<file path="config.mk">
export PLATFORM = sky130hd
export DESIGN_NAME = pdf_top
export DESIGN_NICKNAME = d
export VERILOG_FILES = /design/src/design/pdf_pkg.sv /design/src/design/pdf_tick_if.sv /design/src/design/pdf_prescaler.sv /design/src/design/pdf_top.sv
export SDC_FILE = /design/constraint.sdc
export NUM_CORES = 1
export LEC_CHECK = 0
export CAP_MARGIN = 20
export CELL_PAD_IN_SITES_DETAIL_PLACEMENT = 1
export CELL_PAD_IN_SITES_GLOBAL_PLACEMENT = 1
export CORE_ASPECT_RATIO = 1.1
export CORE_UTILIZATION = 55
export DETAILED_ROUTE_END_ITERATION = 6
export DONT_BUFFER_PORTS = 1
export GPL_ROUTABILITY_DRIVEN = 0
export PLACE_DENSITY = 0.95
export SYNTH_ARGS = -nofsm -noshare
export SYNTH_HDL_FRONTEND = slang
export SYNTH_SLANG_ARGS = --single-unit
</file>
<file path="constraint.sdc">
create_clock -name clock -period 7.2 [get_ports clock]
set_input_delay 1.08 -clock clock [delete_from_list [all_inputs] [get_ports clock]]
set_output_delay 1.08 -clock clock [all_outputs]
set_load 0.1 [all_outputs]
</file>
<file path="src/design/pdf_pkg.sv">
// package: register map, field positions and constants of the pwm unit
//
// Functional notes
// - one 16-bit up counter, clears at period, interrupts
// - overflow flag set on reaching period, readable
// - counter clock is oscillator divided 1..128
// - divider code 000 is /128, 111 is /1
// - output high when counting starts or restarts
// - output low when counter equals duty
// - overflow reloads zero, output high, period repeats
// - channel select plus sync switches pin to pwm
// - cleared select returns pin to gpio level
// - run enable needed; zero returns pins to gpio
// - single-pulse select gives one pulse, else continuous
// - single pulse overflow sets flag, clears run
// - per-group invert control on output pins
// - dead band inside high pulse, narrow and wide
// - dead band longer than duty gives no pulse
// - fault detect enable arms edge on fault pin
// - fault sets flag and clears run together
// - fault flag cleared by software only
// - fault interrupt needs ext0 enable and fault enable
// - pwm interrupt gated by enable, wakes idle
// - writing one to overflow flag does nothing
// - zero period at run enable stops the unit
package pdf_pkg;
    localparam int CNT_W = 16;
    localparam int PRE_W = 7;
    localparam int CHAN_N = 4;
    // register byte addresses
    localparam logic [7:0] A_MODE = 8'hAB;
    localparam logic [7:0] A_PINSEL = 8'hBE;
    localparam logic [7:0] A_PER_H = 8'hAD;
    localparam logic [7:0] A_PER_L = 8'hAC;
    localparam logic [7:0] A_DUTY_H = 8'hBC;
    localparam logic [7:0] A_DUTY_L = 8'hBB;
    localparam logic [7:0] A_DBW_H = 8'hAF;
    localparam logic [7:0] A_DBW_L = 8'hAE;
    localparam logic [7:0] A_DBN = 8'hBD;
    localparam logic [7:0] A_FAULT = 8'hB7;
    localparam logic [7:0] A_IEN0 = 8'hA8;
    localparam logic [7:0] A_IRQ_ENABLE_SECOND = 8'h9A;
    localparam logic [7:0] A_IRQ2 = 8'hBF;
    localparam logic [7:0] A_EDGE = 8'hB6;
    // field positions
    localparam int B_RUN = 7;
    localparam int B_DIV = 4;
    localparam int B_INV2 = 3;
    localparam int B_INV1 = 2;
    localparam int B_MODE_RSV = 1;
    localparam int B_ONE = 0;
    localparam int B_CH_A0 = 0;
    localparam int B_CH_A1 = 1;
    localparam int B_CH_B0 = 4;
    localparam int B_CH_B1 = 5;
    localparam int B_FFLAG = 1;
    localparam int B_FEN = 0;
    localparam int B_GIE = 7;
    localparam int B_EX0 = 0;
    localparam int B_PIRQ = 3;
    localparam int B_EDGE = 0;
    localparam logic [7:0] ZERO_BYTE = 8'h00;
    localparam logic [CNT_W-1:0] CNT_ZERO = 16'h0000;
    localparam logic [CNT_W-1:0] CNT_ONE = 16'h0001;
    localparam logic [7:0] DIV_ONE = 8'h01;
    localparam logic [2:0] DIV_MAX_CODE = 3'h7;
    typedef enum logic [1:0] {
        PDF_EDGE_FALL = 2'b00,
        PDF_EDGE_RISE = 2'b01,
        PDF_EDGE_ANY = 2'b10,
        PDF_EDGE_ANY2 = 2'b11
    } pdf_edge_e;
endpackage

</file>
<file path="src/design/pdf_tick_if.sv">
// interface: run, divider code and count tick between core and prescaler
`timescale 1ns/1ps
interface pdf_tick_if;
    logic run;
    logic [2:0] sel;
    logic tick;
    modport pre (input run, input sel, output tick);
    modport core (output run, output sel, input tick);
endinterface

</file>
<file path="src/design/pdf_prescaler.sv">
// module: oscillator divider giving one-cycle count enables
`timescale 1ns/1ps
module pdf_prescaler #(
    parameter int PRE_WIDTH = pdf_pkg::PRE_W
) (
    input wire logic clock,
    input wire logic rst,
    pdf_tick_if.pre tk
);
    import pdf_pkg::*;

    logic [PRE_WIDTH-1:0] pre_r, pre_nxt;
    logic tick_r, tick_nxt;

    // last count value for a divider code
    function automatic logic [PRE_WIDTH-1:0] last_count(input logic [2:0] sel);
        logic [7:0] d;
        d = DIV_ONE << (DIV_MAX_CODE - sel);
        last_count = PRE_WIDTH'(d - DIV_ONE);
    endfunction

    always_comb begin
        pre_nxt = '0;
        tick_nxt = 1'b0;
        if (tk.run) begin
            // >= so a code change mid-count never waits a full wrap
            if (pre_r >= last_count(tk.sel)) begin
                tick_nxt = 1'b1;
            end else begin
                pre_nxt = PRE_WIDTH'(pre_r + 1'b1);
            end
        end
    end

    always_ff @(posedge clock or posedge rst) begin
        if (rst) begin
            pre_r <= '0;
            tick_r <= 1'b0;
        end else begin
            pre_r <= pre_nxt;
            tick_r <= tick_nxt;
        end
    end

    assign tk.tick = tick_r;
endmodule

</file>
<file path="src/design/pdf_top.sv">
// module: 16-bit pwm timer with dead band, one pulse and fault detect
`timescale 1ns/1ps
module pdf_top (
    input wire logic clock,
    input wire logic rst,
    input wire logic [7:0] reg_addr,
    input wire logic [7:0] reg_wdata,
    input wire logic reg_wr,
    input wire logic reg_rd,
    output logic [7:0] reg_rdata,
    input wire logic [pdf_pkg::CHAN_N-1:0] gpio_level,
    input wire logic fault_input_pin,
    output logic out_pin_a0,
    output logic out_pin_a1,
    output logic out_pin_b0,
    output logic out_pin_b1,
    output logic [pdf_pkg::CHAN_N-1:0] pwm_pin_owned,
    output logic pwm_irq_req,
    output logic idle_wake,
    output logic ext0_fault_irq,
    output logic global_irq_enable
);
    import pdf_pkg::*;

    // ----------------------------------------------------------------
    // declarations
    // ----------------------------------------------------------------
    logic run_enable_r, run_enable_nxt;
    logic [2:0] clock_divider_select_r, clock_divider_select_nxt;
    logic invert_group_one_r, invert_group_one_nxt;
    logic invert_group_two_r, invert_group_two_nxt;
    logic mode_spare_r, mode_spare_nxt;
    logic single_pulse_select_r, single_pulse_select_nxt;
    logic [CHAN_N-1:0] chan_sel_r, chan_sel_nxt;
    logic [CNT_W-1:0] period_value_r, period_value_nxt;
    logic [CNT_W-1:0] duty_value_r, duty_value_nxt;
    logic [CNT_W-1:0] deadband_wide_value_r, deadband_wide_value_nxt;
    logic [7:0] deadband_narrow_value_r, deadband_narrow_value_nxt;
    logic fault_detect_enable_r, fault_detect_enable_nxt;
    logic fault_flag_r, fault_flag_nxt;
    logic overflow_flag_r, overflow_flag_nxt;
    logic pwm_irq_enable_r, pwm_irq_enable_nxt;
    logic ext0_irq_enable_r, ext0_irq_enable_nxt;
    logic global_irq_enable_r, global_irq_enable_nxt;
    logic [1:0] ext0_edge_select_r, ext0_edge_select_nxt;

    logic [CNT_W-1:0] pwm_counter_r, pwm_counter_nxt;
    logic [CNT_W-1:0] period_act_r, period_act_nxt;
    logic active_r, active_nxt;
    logic ovf_evt, zero_stop_evt, cycle_start;

    logic [CHAN_N-1:0] owned_r, owned_nxt;
    logic [CHAN_N-1:0] pin_r, pin_nxt;
    logic wave_high;

    logic flt_s1_r, flt_s2_r, flt_s3_r, flt_lvl_r;
    logic flt_lvl_nxt, fault_evt_r, fault_evt_nxt;

    logic pwm_irq_req_r, pwm_irq_req_nxt;
    logic idle_wake_r, idle_wake_nxt;
    logic ext0_fault_irq_r, ext0_fault_irq_nxt;
    logic [7:0] rdata_r, rdata_nxt;

    pdf_tick_if tk ();

    // ----------------------------------------------------------------
    // functions
    // ----------------------------------------------------------------
    // window [narrow, duty - wide) of the high pulse after dead band
    function automatic logic in_high(
        input logic [CNT_W-1:0] cnt,
        input logic [CNT_W-1:0] duty,
        input logic [CNT_W-1:0] wide,
        input logic [7:0] narrow
    );
        logic [CNT_W-1:0] stop;
        stop = CNT_W'(duty - wide);
        in_high = 1'b0;
        // a dead band wider than the duty leaves nothing to drive
        if (wide <= duty) begin
            in_high = (cnt >= {8'h00, narrow}) && (cnt < stop);
        end
    endfunction

    function automatic logic [7:0] read_byte(input logic [7:0] addr);
        read_byte = ZERO_BYTE;
        unique case (addr)
            A_MODE: begin
                read_byte[B_RUN] = run_enable_r;
                read_byte[B_DIV +: 3] = clock_divider_select_r;
                read_byte[B_INV2] = invert_group_two_r;
                read_byte[B_INV1] = invert_group_one_r;
                read_byte[B_MODE_RSV] = mode_spare_r;
                read_byte[B_ONE] = single_pulse_select_r;
            end
            A_PINSEL: begin
                read_byte[B_CH_A0] = chan_sel_r[0];
                read_byte[B_CH_A1] = chan_sel_r[1];
                read_byte[B_CH_B0] = chan_sel_r[2];
                read_byte[B_CH_B1] = chan_sel_r[3];
            end
            A_PER_H: read_byte = period_value_r[15:8];
            A_PER_L: read_byte = period_value_r[7:0];
            A_DUTY_H: read_byte = duty_value_r[15:8];
            A_DUTY_L: read_byte = duty_value_r[7:0];
            A_DBW_H: read_byte = deadband_wide_value_r[15:8];
            A_DBW_L: read_byte = deadband_wide_value_r[7:0];
            A_DBN: read_byte = deadband_narrow_value_r;
            A_FAULT: begin
                read_byte[B_FFLAG] = fault_flag_r;
                read_byte[B_FEN] = fault_detect_enable_r;
            end
            A_IEN0: begin
                read_byte[B_GIE] = global_irq_enable_r;
                read_byte[B_EX0] = ext0_irq_enable_r;
            end
            A_IRQ_ENABLE_SECOND: read_byte[B_PIRQ] = pwm_irq_enable_r;
            A_IRQ2: read_byte[B_PIRQ] = overflow_flag_r;
            A_EDGE: read_byte[B_EDGE +: 2] = ext0_edge_select_r;
            default: read_byte = ZERO_BYTE;
        endcase
    endfunction

    // ----------------------------------------------------------------
    // prescaler
    // ----------------------------------------------------------------
    assign tk.run = run_enable_r && active_r;
    assign tk.sel = clock_divider_select_r;

    pdf_prescaler #(.PRE_WIDTH(PRE_W)) u_pre (
        .clock(clock),
        .rst(rst),
        .tk(tk)
    );

    // ----------------------------------------------------------------
    // counter
    // ----------------------------------------------------------------
    always_comb begin
        pwm_counter_nxt = pwm_counter_r;
        period_act_nxt = period_act_r;
        active_nxt = active_r;
        ovf_evt = 1'b0;
        zero_stop_evt = 1'b0;
        cycle_start = 1'b0;
        if (!run_enable_r) begin
            pwm_counter_nxt = CNT_ZERO;
            active_nxt = 1'b0;
        end else if (!active_r) begin
            if (period_value_r == CNT_ZERO) begin
                zero_stop_evt = 1'b1;
            end else begin
                period_act_nxt = period_value_r;
                active_nxt = 1'b1;
                pwm_counter_nxt = CNT_ZERO;
            end
        end else if (tk.tick) begin
            cycle_start = (pwm_counter_r == CNT_ZERO);
            if (pwm_counter_r == CNT_W'(period_act_r - CNT_ONE)) begin
                ovf_evt = 1'b1;
                pwm_counter_nxt = CNT_ZERO;
                // a zero period is never taken into the running cycle
                if (period_value_r != CNT_ZERO) begin
                    period_act_nxt = period_value_r;
                end
            end else begin
                pwm_counter_nxt = CNT_W'(pwm_counter_r + CNT_ONE);
            end
        end
    end

    always_ff @(posedge clock or posedge rst) begin
        if (rst) begin
            pwm_counter_r <= CNT_ZERO;
            period_act_r <= CNT_ZERO;
            active_r <= 1'b0;
        end else begin
            pwm_counter_r <= pwm_counter_nxt;
            period_act_r <= period_act_nxt;
            active_r <= active_nxt;
        end
    end

    // ----------------------------------------------------------------
    // fault pin synchroniser and edge
    // ----------------------------------------------------------------
    always_comb begin
        flt_lvl_nxt = flt_lvl_r;
        if (flt_s2_r == flt_s3_r) begin
            flt_lvl_nxt = flt_s3_r;
        end
        fault_evt_nxt = 1'b0;
        if (fault_detect_enable_r && (flt_lvl_nxt != flt_lvl_r)) begin
            unique case (pdf_edge_e'(ext0_edge_select_r))
                PDF_EDGE_FALL: fault_evt_nxt = !flt_lvl_nxt;
                PDF_EDGE_RISE: fault_evt_nxt = flt_lvl_nxt;
                PDF_EDGE_ANY: fault_evt_nxt = 1'b1;
                PDF_EDGE_ANY2: fault_evt_nxt = 1'b1;
            endcase
        end
    end

    // idle level high, so a held-low pin gives one event after release
    always_ff @(posedge clock or posedge rst) begin
        if (rst) begin
            flt_s1_r <= 1'b1;
            flt_s2_r <= 1'b1;
            flt_s3_r <= 1'b1;
            flt_lvl_r <= 1'b1;
            fault_evt_r <= 1'b0;
        end else begin
            flt_s1_r <= fault_input_pin;
            flt_s2_r <= flt_s1_r;
            flt_s3_r <= flt_s2_r;
            flt_lvl_r <= flt_lvl_nxt;
            fault_evt_r <= fault_evt_nxt;
        end
    end

    // ----------------------------------------------------------------
    // register file
    // ----------------------------------------------------------------
    always_comb begin
        run_enable_nxt = run_enable_r;
        clock_divider_select_nxt = clock_divider_select_r;
        invert_group_one_nxt = invert_group_one_r;
        invert_group_two_nxt = invert_group_two_r;
        mode_spare_nxt = mode_spare_r;
        single_pulse_select_nxt = single_pulse_select_r;
        chan_sel_nxt = chan_sel_r;
        period_value_nxt = period_value_r;
        duty_value_nxt = duty_value_r;
        deadband_wide_value_nxt = deadband_wide_value_r;
        deadband_narrow_value_nxt = deadband_narrow_value_r;
        fault_detect_enable_nxt = fault_detect_enable_r;
        fault_flag_nxt = fault_flag_r;
        overflow_flag_nxt = overflow_flag_r;
        pwm_irq_enable_nxt = pwm_irq_enable_r;
        ext0_irq_enable_nxt = ext0_irq_enable_r;
        global_irq_enable_nxt = global_irq_enable_r;
        ext0_edge_select_nxt = ext0_edge_select_r;
        if (zero_stop_evt) begin
            run_enable_nxt = 1'b0;
        end
        if (ovf_evt && single_pulse_select_r) begin
            run_enable_nxt = 1'b0;
        end
        if (reg_wr) begin
            unique case (reg_addr)
                A_MODE: begin
                    run_enable_nxt = reg_wdata[B_RUN];
                    clock_divider_select_nxt = reg_wdata[B_DIV +: 3];
                    invert_group_two_nxt = reg_wdata[B_INV2];
                    invert_group_one_nxt = reg_wdata[B_INV1];
                    mode_spare_nxt = reg_wdata[B_MODE_RSV];
                    single_pulse_select_nxt = reg_wdata[B_ONE];
                end
                A_PINSEL: begin
                    chan_sel_nxt = {reg_wdata[B_CH_B1], reg_wdata[B_CH_B0],
                                    reg_wdata[B_CH_A1], reg_wdata[B_CH_A0]};
                end
                A_PER_H: period_value_nxt[15:8] = reg_wdata;
                A_PER_L: period_value_nxt[7:0] = reg_wdata;
                A_DUTY_H: duty_value_nxt[15:8] = reg_wdata;
                A_DUTY_L: duty_value_nxt[7:0] = reg_wdata;
                A_DBW_H: deadband_wide_value_nxt[15:8] = reg_wdata;
                A_DBW_L: deadband_wide_value_nxt[7:0] = reg_wdata;
                A_DBN: deadband_narrow_value_nxt = reg_wdata;
                A_FAULT: begin
                    fault_detect_enable_nxt = reg_wdata[B_FEN];
                    if (!reg_wdata[B_FFLAG]) begin
                        fault_flag_nxt = 1'b0;
                    end
                end
                A_IEN0: begin
                    global_irq_enable_nxt = reg_wdata[B_GIE];
                    ext0_irq_enable_nxt = reg_wdata[B_EX0];
                end
                A_IRQ_ENABLE_SECOND: pwm_irq_enable_nxt = reg_wdata[B_PIRQ];
                A_IRQ2: begin
                    // a one written here is ignored: clear only
                    if (!reg_wdata[B_PIRQ]) begin
                        overflow_flag_nxt = 1'b0;
                    end
                end
                A_EDGE: ext0_edge_select_nxt = reg_wdata[B_EDGE +: 2];
                default: begin
                end
            endcase
        end
        // hardware sets win over a software clear in the same cycle
        if (ovf_evt) begin
            overflow_flag_nxt = 1'b1;
        end
        if (fault_evt_r) begin
            fault_flag_nxt = 1'b1;
            run_enable_nxt = 1'b0;
        end
    end

    always_ff @(posedge clock or posedge rst) begin
        if (rst) begin
            run_enable_r <= 1'b0;
            clock_divider_select_r <= 3'h0;
            invert_group_one_r <= 1'b0;
            invert_group_two_r <= 1'b0;
            mode_spare_r <= 1'b0;
            single_pulse_select_r <= 1'b0;
            chan_sel_r <= '0;
            period_value_r <= CNT_ZERO;
            duty_value_r <= CNT_ZERO;
            deadband_wide_value_r <= CNT_ZERO;
            deadband_narrow_value_r <= ZERO_BYTE;
            fault_detect_enable_r <= 1'b0;
            fault_flag_r <= 1'b0;
            overflow_flag_r <= 1'b0;
            pwm_irq_enable_r <= 1'b0;
            ext0_irq_enable_r <= 1'b0;
            global_irq_enable_r <= 1'b0;
            ext0_edge_select_r <= 2'h0;
        end else begin
            run_enable_r <= run_enable_nxt;
            clock_divider_select_r <= clock_divider_select_nxt;
            invert_group_one_r <= invert_group_one_nxt;
            invert_group_two_r <= invert_group_two_nxt;
            mode_spare_r <= mode_spare_nxt;
            single_pulse_select_r <= single_pulse_select_nxt;
            chan_sel_r <= chan_sel_nxt;
            period_value_r <= period_value_nxt;
            duty_value_r <= duty_value_nxt;
            deadband_wide_value_r <= deadband_wide_value_nxt;
            deadband_narrow_value_r <= deadband_narrow_value_nxt;
            fault_detect_enable_r <= fault_detect_enable_nxt;
            fault_flag_r <= fault_flag_nxt;
            overflow_flag_r <= overflow_flag_nxt;
            pwm_irq_enable_r <= pwm_irq_enable_nxt;
            ext0_irq_enable_r <= ext0_irq_enable_nxt;
            global_irq_enable_r <= global_irq_enable_nxt;
            ext0_edge_select_r <= ext0_edge_select_nxt;
        end
    end

    // ----------------------------------------------------------------
    // pins, interrupt requests and read data
    // ----------------------------------------------------------------
    assign wave_high = in_high(pwm_counter_r, duty_value_r,
                               deadband_wide_value_r, deadband_narrow_value_r);

    always_comb begin
        owned_nxt = owned_r;
        pin_nxt = gpio_level;
        for (int i = 0; i < CHAN_N; i++) begin
            if (!run_enable_r || !chan_sel_r[i]) begin
                owned_nxt[i] = 1'b0;
            end else if (cycle_start) begin
                // hand over only on a cycle boundary to avoid a runt pulse
                owned_nxt[i] = 1'b1;
            end
            if (owned_r[i]) begin
                pin_nxt[i] = wave_high ^ ((i < 2) ? invert_group_one_r
                                                  : invert_group_two_r);
            end
        end
        pwm_irq_req_nxt = overflow_flag_r && pwm_irq_enable_r;
        idle_wake_nxt = ovf_evt && pwm_irq_enable_r;
        ext0_fault_irq_nxt = fault_flag_r && ext0_irq_enable_r && fault_detect_enable_r;
        rdata_nxt = reg_rd ? read_byte(reg_addr) : ZERO_BYTE;
    end

    always_ff @(posedge clock or posedge rst) begin
        if (rst) begin
            owned_r <= '0;
            pin_r <= '0;
            pwm_irq_req_r <= 1'b0;
            idle_wake_r <= 1'b0;
            ext0_fault_irq_r <= 1'b0;
            rdata_r <= ZERO_BYTE;
        end else begin
            owned_r <= owned_nxt;
            pin_r <= pin_nxt;
            pwm_irq_req_r <= pwm_irq_req_nxt;
            idle_wake_r <= idle_wake_nxt;
            ext0_fault_irq_r <= ext0_fault_irq_nxt;
            rdata_r <= rdata_nxt;
        end
    end

    assign out_pin_a0 = pin_r[0];
    assign out_pin_a1 = pin_r[1];
    assign out_pin_b0 = pin_r[2];
    assign out_pin_b1 = pin_r[3];
    assign pwm_pin_owned = owned_r;
    assign pwm_irq_req = pwm_irq_req_r;
    assign idle_wake = idle_wake_r;
    assign ext0_fault_irq = ext0_fault_irq_r;
    assign global_irq_enable = global_irq_enable_r;
    assign reg_rdata = rdata_r;
endmodule
</file>
## Yosys cells after proc, flatten, opt, wreduce, memory -nomap -nowiden

Cells that the tools add are included.

| operators by class | value |
|---|---|
| add/subtract/negate cells | 6 |
| multiply operators | 0 |
| div/mod/pow operators | 0 |
| $lt $le $gt $ge | 4 |
| equality and inequality tests | 28 |
| shift operators | 1 |
| multiplexer cells | 61 |
| bitwise logic cells | 2 |
| reduce and logical (&&, ||, !) cells | 48 |

Operator list:

| kind | number |
|---|---|
| $mux 16 | 10 |
| $eq 8x8->1 const B | 14 |
| $mux 1 | 40 |
| $logic_not 16->1 | 2 |
| $reduce_and 2->1 | 14 |
| $pmux 2 s9 | 1 |
| $add 16x1->16 const B | 1 |
| $eq 16x16->1 | 1 |
| $ge 16x8->1 | 1 |
| $le 16x16->1 | 1 |
| $lt 16x16->1 | 1 |
| $pmux 1 s8 | 2 |
| $reduce_bool 16->1 | 1 |
| $reduce_bool 2->1 | 8 |
| $sub 16x1->16 const B | 1 |
| $sub 16x16->16 | 1 |
| $mux 7 | 2 |
| $pmux 1 s12 | 1 |
| $pmux 1 s11 | 1 |
| $ne 2x1->1 const B | 5 |
| $pmux 1 s10 | 1 |
| $pmux 1 s9 | 1 |
| $logic_and 1x1->1 | 8 |
| $mux 8 | 1 |
| 20 further kinds | 31 |

| storage, ports and cells | value |
|---|---|
| register bits after elaboration | 141 |
| bits in latches | 0 |
| memory bits (writable) | 0 |
| ROM bits | 0 |
| input port bits | 25 |
| logic and storage cells | 190 |
| memories | 0 |

## Logic depth before layout (Yosys ltp)

| depth | value |
|---|---|
| depth after elaboration | 11 |
| depth in mapped cells | 18 |

## Hierarchy

From an unflattened synthesis, not the netlist that was laid out.

| second synthesis, totals | value |
|---|---|
| cells, all modules | 819 |
| area total of the unflattened synthesis | 8450.6 µm² |

Modules (own cells, without submodules):

| module | instances | cells an instance | area an instance (µm²) |
|---|---|---|---|
| pdf_top | 1 | 755 | 7851.3 |
| pdf_prescaler | 1 | 64 | 599.3 |

## Worst setup path before layout

OpenSTA, ideal clock, no wires.

| path | value |
|---|---|
| kind | reg2reg |
| start | register duty_value_r[0] |
| end | register pin_r[0] |
| data arrival time | 3.529 ns |
| slack | 3.587 ns |
| stages on the path, launching flop included | 17 |
| path buffers | 0 |
| cell sequence | dfrtp_1 > inv_1 > ha_1 > fa_1 > nor2b_1 > o21ai_0 > nand2_1 > a41oi_1 > o31ai_1 > xnor2_1 > ha_1 > a21o_1 > a221o_1 > nor2_1 > a21oi_1 > or4_1 > a31oi_1 |

| between the ends | value |
|---|---|
| longest elaborated chain between the ends | 6 |
| elaborated cells on any way between the ends | 7 |

Ends and longest elaborated chain:

| item | line | text |
|---|---|---|
| start: declaration | pdf_top.sv:36 | `logic [CNT_W-1:0] duty_value_r, duty_value_nxt;` |
| start signal: assignment | pdf_top.sv:330 | `duty_value_r <= duty_value_nxt;` |
| $sub 16x16->16 | pdf_top.sv:77 | `stop = CNT_W'(duty - wide);` |
| $lt 16x16->1 | pdf_top.sv:81 | `in_high = (cnt >= {8'h00, narrow}) && (cnt < stop);` |
| $logic_and 1x1->1 | pdf_top.sv:81 |  |
| $mux 1 (*) | pdf_top.sv:80 | `if (wide <= duty) begin` |
| $xor 1x1->1 (*) | pdf_top.sv:360 | `pin_nxt[i] = wave_high ^ ((i < 2) ? invert_group_one_r` |
| $mux 1 (*) | pdf_top.sv:359 | `if (owned_r[i]) begin` |
| named net pin_nxt[0] | pdf_top.sv:53 | `logic [CHAN_N-1:0] pin_r, pin_nxt;` |
| end signal: assignment | pdf_top.sv:380 | `pin_r <= pin_nxt;` |
| end: declaration | pdf_top.sv:53 |  |

The timed path passes the listed nets; every way through them passes the cells marked *.
A chain may end at the register's enable or synchronous reset.

## Worst setup path after layout

| path | value |
|---|---|
| start | register duty_value_r[0] |
| end | register pin_r[3] |

Same word-level chain as after synthesis.

==> run metrics <==
net count after synthesis=between 800 and 900; area overhead of the layout relative to synthesis=9.65%; top cell types by occurrence after synthesis=sky130_fd_sc_hd__dfrtp_1 (137), sky130_fd_sc_hd__mux2_2 (79), sky130_fd_sc_hd__nand2_1 (54); dominant cell by count in the synthesized netlist=sky130_fd_sc_hd__dfrtp_1; post-CTS setup buffers=0; fin area=between 9000 and 10000 µm²; time the worst path needs with I/O delays and setup=between 5000 and 6000 ps; Setup Total Neg Slack=0 ps; maximum clock frequency=approximately 170 MHz; Num CTS Buffers=17; root buf cell=sky130_fd_sc_hd__clkbuf_16; Reg2Reg Depth=16; final routed wirelength across all metal layers=between 40000 and 50000 µm; number of optimization iterations in the first detailed-route pass=7; total chip power=between 2 and 2.5 mW; total of flip-flops plus latches after synthesis=roughly 140; kind of cell adding the most delay to the critical path=compound AO/OA/AOI/OAI gates; slew at the pin closest to its max-slew limit=between 1500 and 2000 ps; sort of element at the start of the critical path=flop; Setup violations, final=0; number of placement rows=47; path type of the worst setup path=reg -> reg; critical path's slowest cell=sky130_fd_sc_hd__nor2b_1; share of flip-flops with an asynchronous set or reset after synthesis=100%; Die Outline Area=~16000 µm²; htree depth=4; setup repair after global routing missed its margin=no; Chip Width=120 µm; Synth area leader=sky130_fd_sc_hd__dfrtp_1; clk_lat worst skew=460 ps; number of buffers added to fix hold violations after cts=0; routed len/inst=39.2 µm; cell depth of the worst min-delay path=0; detailed placement HPWL=approximately 21000 µm; endpoint of the worst hold-timing path=flt_s2_r$_DFF_PP1_; cell leakage power=between 4 and 5 nW; Iter 0 DRT Violations=1289; final critical-path setup slack=about 1300 ps; class of the tightest hold or removal check=reg -> reg; pwr dens=about 230 nW/µm²; gr usage total=between 50% and 60%; placed cell area=between 8000 and 9000 µm²; Final Skew=between 10 and 15 ps; initial core utilization=between 50% and 60%; I/O pin count=45; initial antenna violation count=8; Floorplan Core Area=approximately 15000 µm²; number of maximum-capacitance constraint violations=0; Worst-path clk slew=about 70 ps; via density per instance=just over 8; proportion of synthesized chip area in sequential cells=41.9%; number of cells on the critical path=16; post-synthesis cell type count=72; share of Yosys cell area claimed by the top area cell type=between 40% and 50%; r2r endpoint=pin_r[3]$_DFF_PP0_; fraction of layout cells with a size suffix above 1=between 15 and 20%; number of nets at the end of the flow=a little under 900; crit path cell chain=inv_1 -> ha_1 -> fa_1 -> nor2b_1 -> o21ai_0 -> nand2_1 -> a41oi_1 -> o31ai_1 -> xnor2_1 -> ha_1 -> a21o_1 -> a221o_1 -> nor2_1 -> a21oi_1 -> or4_1 -> a31oi_1; warning count from the yosys run=0; synthesized area per cell=10.4 µm²; Slew Viols, Final=1; height of the die=between 100 and 150 µm; result of the run=finished, violations left; Slowest Stage Delay on Critical Path=about 560 ps; headroom to the max-slew limit=-1.78%; endpoint class of the critical path=flop; Worst R2R Setup Slack=1260 ps; hold violation total from the final report=0; CTS Sinks=approximately 140; Remaining Overflow, GRT=0; Max IR drop VDD=approximately 220 µV; Hold Crit Start=flt_s1_r$_DFF_PP1_; wire length of the first global-routing pass=~57000 µm; post-detailed-route count of antenna-violating nets=0; most common cell type on the critical path=sky130_fd_sc_hd__ha_1; crit path DAT=6290 ps; Clock Tree Buf Depth=2; via count of the first global-routing pass=about 8700; worst path required time=around 7500 ps; peak fanout along the critical path=4; post-route clock period utilization=between 80% and 90%; post-cts resize count=0; Synth Flop Type=sky130_fd_sc_hd__dfrtp_1; port bufs=0; count of flip-flops with a built-in enable after synthesis=0; failing checks=design-rule violations, max-slew violations; post-route DRC violation count=5; pin count of the biggest net entering global routing=84; TritonCTS clock tree=done; main area contributors after synthesis=sky130_fd_sc_hd__dfrtp_1 (41%), sky130_fd_sc_hd__mux2_2 (11%), sky130_fd_sc_hd__ha_1 (7.6%), sky130_fd_sc_hd__nand2_1 (2.4%), sky130_fd_sc_hd__xnor2_1 (2.4%); total via count after detailed routing=8364; synthesized netlist cell count=813; Cell Area, Synth=between 8000 and 9000 µm²; Bufs and invs on worst path=1; critical register-to-register path startpoint=duty_value_r[0]$_DFFE_PP0P_; DP Worst Slack=a little under 3000 ps
-- metal layers --
layer	track usage, %	part of all wire [%]	up-vias
met5	3.44	0.082	-
met4	41.9	12	2
met3	23.7	15	419
met2	73.5	43	934
met1	54.8	31	3973
li1	-	-	3036
-- power by group --
group	leakage (nW)	switching (mW)	total (mW)	internal, mW
Combinational	2.12	0.215	0.329	0.114
Sequential	1.93	0.0507	0.867	0.816
Clock	0.293	0.443	0.940	0.497
Total	4.34	0.709	2.14	1.43
-- area by class of cell --
class,instances,area [µm²]
Antenna cell,5,12.5
Clock buffer,17,425
Clock inverter,15,165
Fill cell,1563,5750
Inverter,47,181
Multi-Input combinational cell,596,4600
Sequential cell,141,3530
Tap cell,196,245
Timing Repair Buffer,9,86.3
-- cell families (layout without fill, tap and decap cells) --
logic type      Yosys count  after routing  share of synthesized area (%)
compound gates          185            185                           15.5
xor+xnor                 41             41                           4.26
fa+ha+maj                53             53                           7.92
buf+inv                  76             88                           3.59
flops                   141            141                           41.9
mux                      98             98                           13.4
other cells               0              5                              0
simple gates            219            219                           13.5
-- registers in the layout (all words and copies together), names as in the netlist, 7 cells and up --
name,cells
reg_rdata,8
period_value_r,16
period_act_r,16
duty_value_r,16
deadband_wide_value_r,16
pwm_counter_r,16
deadband_narrow_value_r,8
u_pre.pre_r,7
-- metrics by stage --
step                      cells  utilization (%)  hold slack [ps]
after floorplan             813                -              345
after global placement      984             57.3              348
after detailed placement    984             57.3              359
after CTS                  1016             61.2              369
after global routing       1023             61.6              374
final                      1026             61.7              369
-- how the worst max path moves through the flow --
stage | from | end
floorplan | rst | active_r$_DFF_PP0_
global route | duty_value_r[0]$_DFFE_PP0P_ | pin_r[3]$_DFF_PP0_
finish | duty_value_r[0]$_DFFE_PP0P_ | pin_r[3]$_DFF_PP0_
detailed placement | duty_value_r[0]$_DFFE_PP0P_ | pin_r[0]$_DFF_PP0_
global placement | duty_value_r[0]$_DFFE_PP0P_ | pin_r[0]$_DFF_PP0_
CTS | duty_value_r[0]$_DFFE_PP0P_ | pin_r[3]$_DFF_PP0_
-- placed cells by master (no fill, tap or decap), drive strengths merged, types with 8 or more instances in the layout --
cell	synthesis	layout
dfrtp	137	137
mux2	89	89
inv	47	59
nand2	54	54
ha	51	51
nor2	42	42
a21oi	33	33
o21ai	26	26
xnor2	23	23
nand4	22	22
nor3	21	21
clkbuf	22	19
xor2	18	18
nand3	18	18
a22oi	17	17
a21o	16	16
a31oi	15	15
nor4	12	12
nand2b	10	10
and3	9	9
o22ai	9	9
mux2i	9	9
o31a	8	8
No activity file was read; power rests on OpenSTA's default activity.
